## config.mk

```make
export PLATFORM = sky130hd
export DESIGN_NAME = adh_dryer_handshake
export DESIGN_NICKNAME = d
export VERILOG_FILES = /design/src/hw/adh_pkg.sv /design/src/hw/adh_dryer_handshake.sv
export SDC_FILE = /design/constraint.sdc
export NUM_CORES = 1
export LEC_CHECK = 0
export BUFFER_PORTS_ARGS = -buffer_cell sky130_fd_sc_hd__buf_2
export CORE_AREA = 2 2 143 145
export CTS_BUF_LIST = sky130_fd_sc_hd__clkbuf_16
export DETAILED_ROUTE_END_ITERATION = 6
export DIE_AREA = 0 0 145 147
export PLACE_DENSITY_LB_ADDON = 0.08
export SLEW_MARGIN = 10
export SYNTH_ARGS = -nofsm -noshare
export SYNTH_HDL_FRONTEND = slang
export SYNTH_SLANG_ARGS = --single-unit
export TNS_END_PERCENT = 10
```

## constraint.sdc

```tcl
create_clock -name ref_clk -period 1.3 [get_ports ref_clk]
set_clock_uncertainty 0.1 [all_clocks]
set_input_delay 0.195 -clock ref_clk [delete_from_list [all_inputs] [get_ports ref_clk]]
set_output_delay 0.195 -clock ref_clk [all_outputs]
set_load 0.02 [all_outputs]
```

## src/hw/adh_pkg.sv

```systemverilog
// Behaviour
// RL1: Program code is 4 bits, bit 0 least significant, selecting one of 16.
// RL2: Dryer may sample code bits in any order while data is valid.
// RL3: Both ends use the same bit significance on the code wires.
// RL4: Handshake runs load request through load door closed, then discharge steps.
// RL5: Dryer raises load request; device answers with load permission.
// RL6: On load door open, device drives program code and partial-load flag.
// RL7: Device raises loaded indication; dryer reads batch data after it.
// RL8: On load door closed, device clears all batch data outputs.
// RL9: Partial-load flag marks a single-cake batch and is batch data.
// RL10: Dryer raises discharge request; device answers with discharge permission.
// RL11: Dryer reports discharge door open, then discharge door closed.
// RL12: Eight independent dryer channels, indexed 0 through 7.
// RL13: Every handshake input passes a two-stage synchroniser before use.
// RL14: Reset clears all outputs and returns each channel to await a load request.
package adh_pkg;

	localparam int ADH_NCH = 8;
	localparam int ADH_CODE_W = 4;
	localparam logic [ADH_CODE_W-1:0] ADH_CODE_RST = 4'h0;
	localparam logic ADH_FLAG_RST = 1'h0;

	typedef enum logic [2:0] {
		ADH_IDLE,
		ADH_LOAD_OK,
		ADH_LOADING,
		ADH_LOADED,
		ADH_DRYING,
		ADH_DIS_OK,
		ADH_DISCH
	} adh_state_t;

endpackage : adh_pkg

```

## src/hw/adh_dryer_handshake.sv

```systemverilog
`timescale 1ns/1ns
module adh_dryer_handshake (
	// Clock and reset
	input wire logic ref_clk,
	input wire logic resetn,
	// Batch supplied by the host, per channel
	input wire logic [adh_pkg::ADH_NCH*adh_pkg::ADH_CODE_W-1:0] batch_code,
	input wire logic [adh_pkg::ADH_NCH-1:0] batch_partial,
	input wire logic [adh_pkg::ADH_NCH-1:0] batch_ready,
	input wire logic [adh_pkg::ADH_NCH-1:0] conveyor_ready,
	// Handshake inputs from the dryers
	input wire logic [adh_pkg::ADH_NCH-1:0] load_request,
	input wire logic [adh_pkg::ADH_NCH-1:0] load_door_open,
	input wire logic [adh_pkg::ADH_NCH-1:0] load_door_closed,
	input wire logic [adh_pkg::ADH_NCH-1:0] discharge_request,
	input wire logic [adh_pkg::ADH_NCH-1:0] discharge_door_open,
	input wire logic [adh_pkg::ADH_NCH-1:0] discharge_door_closed,
	// Handshake and batch outputs to the dryers
	output logic [adh_pkg::ADH_NCH-1:0] load_permit,
	output logic [adh_pkg::ADH_NCH-1:0] loaded,
	output logic [adh_pkg::ADH_NCH*adh_pkg::ADH_CODE_W-1:0] dry_program_code,
	output logic [adh_pkg::ADH_NCH-1:0] partial_load,
	output logic [adh_pkg::ADH_NCH-1:0] discharge_permit,
	// Events back to the host
	output logic [adh_pkg::ADH_NCH-1:0] load_done,
	output logic [adh_pkg::ADH_NCH-1:0] discharge_done
);
	import adh_pkg::*;

	// ----------------------------------------------------------------
	// Input synchronisers
	// ----------------------------------------------------------------
	// The dryers are outside equipment; the first stage is read only by the second.
	localparam int NIN = 6;
	logic [NIN*ADH_NCH-1:0] raw;
	logic [NIN*ADH_NCH-1:0] s1_q, s1_d, s2_q, s2_d;

	assign raw = {discharge_door_closed, discharge_door_open, discharge_request,
		load_door_closed, load_door_open, load_request};

	always_comb begin
		s1_d = raw; // RL13
		s2_d = s1_q; // RL13
		if (!resetn) begin
			s1_d = '0;
			s2_d = '0;
		end
	end

	always_ff @(posedge ref_clk) begin
		s1_q <= s1_d;
		s2_q <= s2_d;
	end

	// ----------------------------------------------------------------
	// Per-channel handshake sequencer
	// ----------------------------------------------------------------
	genvar g;
	generate
		for (g = 0; g < ADH_NCH; g = g + 1) begin : g_ch // RL12
			logic req_l, door_o, door_c, req_d, ddoor_o, ddoor_c;
			adh_state_t st_q, st_d;
			logic [ADH_CODE_W-1:0] code_q, code_d;
			logic part_q, part_d, lp_q, lp_d, ld_q, ld_d, dp_q, dp_d;
			logic ldone_q, ldone_d, ddone_q, ddone_d;

			assign req_l = s2_q[0*ADH_NCH+g];
			assign door_o = s2_q[1*ADH_NCH+g];
			assign door_c = s2_q[2*ADH_NCH+g];
			assign req_d = s2_q[3*ADH_NCH+g];
			assign ddoor_o = s2_q[4*ADH_NCH+g];
			assign ddoor_c = s2_q[5*ADH_NCH+g];

			always_comb begin
				st_d = st_q;
				code_d = code_q;
				part_d = part_q;
				lp_d = lp_q;
				ld_d = ld_q;
				dp_d = dp_q;
				ldone_d = 1'b0;
				ddone_d = 1'b0;
				case (st_q) // RL4
					ADH_IDLE: begin
						// Permission waits for the host to have a batch staged.
						if (req_l && batch_ready[g]) begin
							lp_d = 1'b1; // RL5
							st_d = ADH_LOAD_OK;
						end
					end
					ADH_LOAD_OK: begin
						if (door_o) begin
							// Bit 0 of each code slice is signal A. RL1 RL3
							code_d = batch_code[g*ADH_CODE_W +: ADH_CODE_W]; // RL6
							part_d = batch_partial[g]; // RL9
							st_d = ADH_LOADING;
						end
					end
					ADH_LOADING: begin
						// Data settled a cycle earlier, so the strobe trails it.
						ld_d = 1'b1; // RL7
						st_d = ADH_LOADED;
					end
					ADH_LOADED: begin
						if (door_c) begin
							code_d = ADH_CODE_RST; // RL8
							part_d = ADH_FLAG_RST; // RL8
							ld_d = 1'b0;
							lp_d = 1'b0;
							ldone_d = 1'b1;
							st_d = ADH_DRYING;
						end
					end
					ADH_DRYING: begin
						if (req_d && conveyor_ready[g]) begin
							dp_d = 1'b1; // RL10
							st_d = ADH_DIS_OK;
						end
					end
					ADH_DIS_OK: begin
						if (ddoor_o) begin
							st_d = ADH_DISCH; // RL11
						end
					end
					ADH_DISCH: begin
						if (ddoor_c && !ddoor_o) begin
							dp_d = 1'b0; // RL11
							ddone_d = 1'b1;
							st_d = ADH_IDLE;
						end
					end
					default: begin
						st_d = ADH_IDLE;
					end
				endcase
				if (!resetn) begin
					st_d = ADH_IDLE; // RL14
					code_d = ADH_CODE_RST;
					part_d = ADH_FLAG_RST;
					lp_d = 1'b0;
					ld_d = 1'b0;
					dp_d = 1'b0;
					ldone_d = 1'b0;
					ddone_d = 1'b0;
				end
			end

			always_ff @(posedge ref_clk) begin
				st_q <= st_d;
				code_q <= code_d;
				part_q <= part_d;
				lp_q <= lp_d;
				ld_q <= ld_d;
				dp_q <= dp_d;
				ldone_q <= ldone_d;
				ddone_q <= ddone_d;
			end

			assign dry_program_code[g*ADH_CODE_W +: ADH_CODE_W] = code_q;
			assign partial_load[g] = part_q;
			assign load_permit[g] = lp_q;
			assign loaded[g] = ld_q;
			assign discharge_permit[g] = dp_q;
			assign load_done[g] = ldone_q;
			assign discharge_done[g] = ddone_q;
		end
	endgenerate

endmodule : adh_dryer_handshake

```

# After elaboration in Yosys (flattened, before gate mapping)
# Index checks and enable logic that the tools add are counted.
dict set report classes {
  muxes 168
  n_reduce_logical 128
  n_eq_ne 96
}
# operator count
set op_table {}
lappend op_table {{3-bit one-hot mux with 7 select lines} 8}
lappend op_table {{3-bit 2-to-1 mux} 48}
lappend op_table {{2-bit != test (second input constant)} 48}
lappend op_table {{3-bit == test (second input constant)} 24}
lappend op_table {{3-bit AND reduction} 24}
lappend op_table {{4-bit 2-to-1 mux} 16}
lappend op_table {{1-bit one-hot mux with 2 select lines} 32}
lappend op_table {{4-bit one-hot mux with 2 select lines} 8}
lappend op_table {{2-bit nonzero test} 32}
lappend op_table {{1-bit 2-to-1 mux} 56}
lappend op_table {{3-bit by 2-bit == test with 1-bit output (second input constant)} 16}
lappend op_table {{2-bit AND reduction} 24}
lappend op_table {{6-bit AND reduction} 8}
lappend op_table {{3-bit by 1-bit == test with 1-bit output (second input constant)} 8}
lappend op_table {{1-bit logical AND} 24}
lappend op_table {{3-bit logical NOT} 8}
lappend op_table {{1-bit logical NOT} 8}
dict set report totals {
  out_inout_bits 80
  elab_cells 458
  register_bits 200
}

# Depth between registers and ports, before layout
dict set report logic_depth {
  depth_word 4
  mapped_depth 6
  ltp_nobuf 4
}

# Least setup slack after synthesis
# Ideal clock, no wire load.
dict set report synth_path {
  kind {reg2reg}
  startpoint {register g_ch[4].st_q[1]}
  endpoint {register g_ch[4].code_q[0]}
  required_ns 1.072
  t_arrival_ns 1.178
  setup_ns 0.128
  setup_slack_ns -0.105
  path_stages_with_launch 6
  cell_sequence {dfxtp_1 mux2_2 and3b_1 buf_2 mux2i_1 nor2_1}
}
dict set report synth_via {
  elab_chain_cells 3
  word_cells_on_any_way 7
}
# element line_no
set synth_lines {}
lappend synth_lines {{start: declaration} adh_dryer_handshake.sv:62} ;# adh_state_t st_q, st_d;
lappend synth_lines {{start signal: assignment} adh_dryer_handshake.sv:149} ;# st_q <= st_d;
lappend synth_lines {{3-bit by 2-bit == test with 1-bit output or 3-bit by 1-bit == test with 1-bit output (tied branches)} adh_dryer_handshake.sv:83} ;# case (st_q)
lappend synth_lines {{2-bit != test (no source line) or 2-bit nonzero test (tied branches)} n/a}
lappend synth_lines {{3-bit AND reduction (no source line)} n/a}
lappend synth_lines {{end signal: assignment} adh_dryer_handshake.sv:150} ;# code_q <= code_d;
lappend synth_lines {{end: declaration} adh_dryer_handshake.sv:63} ;# logic [ADH_CODE_W-1:0] code_q, code_d;
# Several ways; a longest one is shown, not always the timed one.
# A chain may end at the register's enable or synchronous reset.

# Worst setup path in the final report
dict set report layout_path {
  startpoint {register g_ch[5].st_q[1]}
  endpoint {register g_ch[5].st_q[1]}
}
dict set report layout_via {
  elab_chain_cells 3
  word_cells_on_any_way 15
}
# element line_no
set layout_lines {}
lappend layout_lines {{start: declaration} adh_dryer_handshake.sv:62}
lappend layout_lines {{start signal: assignment} adh_dryer_handshake.sv:149}
lappend layout_lines {{3-bit == test, or another cell as far along} adh_dryer_handshake.sv:83}
lappend layout_lines {{2-bit != test (no source line)} n/a}
lappend layout_lines {{6-bit AND reduction (no source line)} n/a}
# Several ways; a longest one is shown, not always the timed one.

==> results list <==
* Result of the run: finished with violations
- The final reports fail on negative setup slack.
- Maximum number of pins on one net before global-route repair: 56
- Peak supply drop: 0.0008108 V
* Dominant cells by area after synthesis: dfxtp_1 (51%), and2_1 (7.8%), buf_4 (4.8%), mux2i_1 (4.5%), nor2_1 (3.8%)
- Max-cap viol count: 0
* Worst setup SP type: flip-flop
- Hold Path Stages: 2
- Before CTS, the worst setup slack after placement is -181.6 ps.
- Global Route Usage Sum: 16.02%
- In the final routed layout, each cell accounts on average for 12.46 µm.
* Grt met2 use: 26.50%
- # rows: 52
- The number of hold violations in the final report is 0.
* Main flop type after synthesis: dfxtp_1
* Area of the core: 19840 µm²
- Average footprint of a synthesized cell: 9.578 µm²
- DRC errors left: 0
* Skew-Pair Late Insertion Delay: 420 ps
- Setup repair after global routing could not meet its margin everywhere.
- In this run the most critical hold path is launched from resetn.
- Counting the fill cells in the layout gives 1889.
- Required time of the critical path: 1510 ps
* Period utilization: 108.3%
* Horizontal die dimension: 145 µm
- Global routing met3 resource utilization: 3.975%
* Count of port buffers added during placement: 185
* Nets@finish: 1176
* Clk slew on worst S/H paths: 70 ps
* Power per cell area: 1234 nW/µm²
- Post-layout min period: 1408 ps
* Number of detailed-route iterations in the first pass: 4
- Routed via count divided by cell count: 4.519
- In this run the biggest area consumer among cell types represents 51.29% of the synthesized area.
- The count of nets left with antenna violations once routing finished came out at 0.
* Synthesized netlist cell count: 815
- During synthesis, Yosys emitted a total of 0 warnings.
* Number of antenna violations at the first check in global routing: 1
- For this block, the routed nets add up to 16860 µm of wire.
- Worst relative slew slack: 81.05%
- In the synthesized netlist the async set-or-reset flop fraction comes to 0%.
- Global-route wire length before repair: 28110 µm
* Cell at the root of the clock tree: clkbuf_16
* Largest driver fanout on the critical path: 4
- Number of distinct standard cells referenced by the synthesized netlist: 53
* Clk sinks: 200
- Worst path setup slack after routing: -108.3 ps
* Boundary Pins: 186
- The synthesized design contains 0 enable-type register cells.
- CP Class: flip-flop to flip-flop
- When the netlist entered floorplanning its net count stood at 921.
* Dominant cell type by area after synthesis: dfxtp_1
* Initial Util: 39.34%
- The die is 147 µm tall.
- After synthesis the cells add up to 7806 µm².
- met2 is the most crowded layer.
* Layout cells sized above 1: 33.64%
- The detailed router finished its first iteration with 141 violations.
- Placed instance count: 1250
- Last weighted congestion value of the routability-driven placer: 0.8004
- Number of CTS-inserted buffers: 17
* Leakage: 4.530 nW
- Once detailed placement completed, the half-perimeter wirelength came to 11730 µm.
- Counting cells, the worst reg-to-reg path comes to 5.
* End point of the worst hold path: s2_q[8]$_SDFF_PN0_
- Total overflow reported by the global router: 0
* Met1 usage in global routing: 20.57%
- In the layout the commonest cells are dfxtp_1 (180), buf_2 (175), and2_1 (97).
- Kind of capture point of the worst setup path: flip-flop
- The worst register-to-register path begins at g_ch[5].st_q[1]$_SDFFE_PN0P_.
- Max Root-Sink Buffers: 2
- Post-Layout Inst Area: 10640 µm²
- TritonCTS built the clock tree.
- Summing the sequential cell areas from Yosys gives 51.29% of the chip area.
- Area growth, synth to finish: 36.34%
* Highest clock frequency the design can meet: 710.1 MHz
* Transition time at the pin with the least slew margin: 276.3 ps
- The finished layout holds 1353 standard cells, fillers aside.
- On the final layout, the worst hold slack is 21.97 ps.
- Dpl cell area: 9124 µm²
* Leading cell type in the layout, fill and taps excluded: dfxtp_1
- Synthesis inferred 200 register bits.
- Destination of the worst register-to-register timing path: g_ch[5].st_q[1]$_SDFFE_PN0P_
- The floorplan step defined a die boundary enclosing 21320 µm².
- Across all register-to-register paths, the minimum setup slack is -110 ps.
- Total vias in the final route: 6114
- The number of global-route vias before repair came to 5877.
- The max-slew violation count came to 0.
* Hold Crit Class: primary input to flip-flop
- Setup violations remaining at the end of the flow were counted as 25.
* H-tree lvl count: 4
- Critical path arrival: 1620 ps
-- worst max-delay path, stage by stage, from the launching register on --
cell      delay, ps
dfxtp_2         330
buf_6           110
nand3b_1        170
and3b_2         260
o31ai_4         240
a21oi_2          80
-- cell families after synthesis --
logic type,count (synthesis),share of synthesized area (%)
AOI/OAI and AO/OA,120,9.873
buffers and inverters,105,7.822
muxes,42,5.498
and+or+nand+nor,347,25.40
DFF,200,51.29
xor gates and xnor gates,1,0.1122
-- power breakdown --
group	switching [mW]	internal, mW
combinational	0.675	0.871
clock	2.26	2.80
sequential	0.148	6.38
total	3.08	10.1
-- per-stage QoR --
stage / power [mW] / utilization [%] / TNS (ps)
2_1_floorplan: 7.439 / - / -1427
3_3_place_gp: 7.944 / 45.98 / -3990
3_5_place_dp: 7.946 / 45.98 / -5266
4_1_cts: 13.25 / 52.67 / -1515
5_1_grt: 13.79 / 53.62 / -4081
6_report: 13.13 / 53.63 / -1258
-- layer usage --
metal  vias up  part of all wire [%]
met5         -                     0
met4         0                   1.2
met3        14                   3.9
met2       113                    47
met1      2785                    48
li1       3202                     -
-- layout make-up --
type	instances	area (µm²)	area share (%)
well taps	270	337.8	3.174
flip-flops and latches	200	4044	38.00
multi-input cells	510	3364	31.61
repair buffers	336	2317	21.77
diodes	1	2.502	0.02351
clock buffers	17	425.4	3.997
inverters	5	18.77	0.1763
clock inverters	14	132.6	1.246
-- how the worst max path moves through the flow --
stage | start | slack [ps] | to | depth (start not counted)
2_1_floorplan | g_ch[6].st_q[1]$_SDFFE_PN0P_ | -70 | g_ch[6].code_q[0]$_SDFFE_PN0P_ | 5
3_3_place_gp | g_ch[3].st_q[2]$_SDFFE_PN0P_ | -130 | g_ch[3].st_q[0]$_SDFFE_PN0P_ | 4
6_report | g_ch[5].st_q[1]$_SDFFE_PN0P_ | -110 | g_ch[5].st_q[1]$_SDFFE_PN0P_ | 5
5_1_grt | g_ch[5].st_q[1]$_SDFFE_PN0P_ | -150 | g_ch[5].st_q[1]$_SDFFE_PN0P_ | 5
3_5_place_dp | g_ch[2].st_q[1]$_SDFFE_PN0P_ | -180 | g_ch[2].st_q[0]$_SDFFE_PN0P_ | 5
4_1_cts | g_ch[0].st_q[1]$_SDFFE_PN0P_ | -120 | g_ch[0].dp_q$_SDFFE_PN0P_ | 5
-- cell usage after synthesis (all sizes together), types with 5 or more instances --
| cell | number |
|---|---|
| a31oi | 7 |
| and2 | 97 |
| and3b | 5 |
| nor2b | 42 |
| nor3b | 10 |
| nand2 | 37 |
| nor2 | 79 |
| dfxtp | 200 |
| and3 | 5 |
| a22oi | 10 |
| o21ai | 27 |
| a21oi | 34 |
| inv | 5 |
| buf | 69 |
| and2b | 5 |
| clkbuf | 31 |
| a211oi | 11 |
| mux2 | 7 |
| nand3b | 19 |
| mux2i | 35 |
| nor3 | 13 |
| nand2b | 15 |
| a211o | 5 |
-- sequential cells by signal, summed over array words and instances (netlist names) --
signal,count
g_ch.code_q,32
g_ch.ddone_q,8
g_ch.dp_q,8
g_ch.ld_q,8
g_ch.ldone_q,8
g_ch.lp_q,8
g_ch.part_q,8
g_ch.st_q,24
s1_q,48
s2_q,48
-- repair_timing --
action	4_1_cts	5_1_grt
endpoints found under the setup margin	56	72
buffers inserted	5	4
hold endpoints to repair	63	0
resized for setup	42	50
hold buffers	63	0
pin swaps	18	15
No activity file was read; power rests on OpenSTA's default activity.
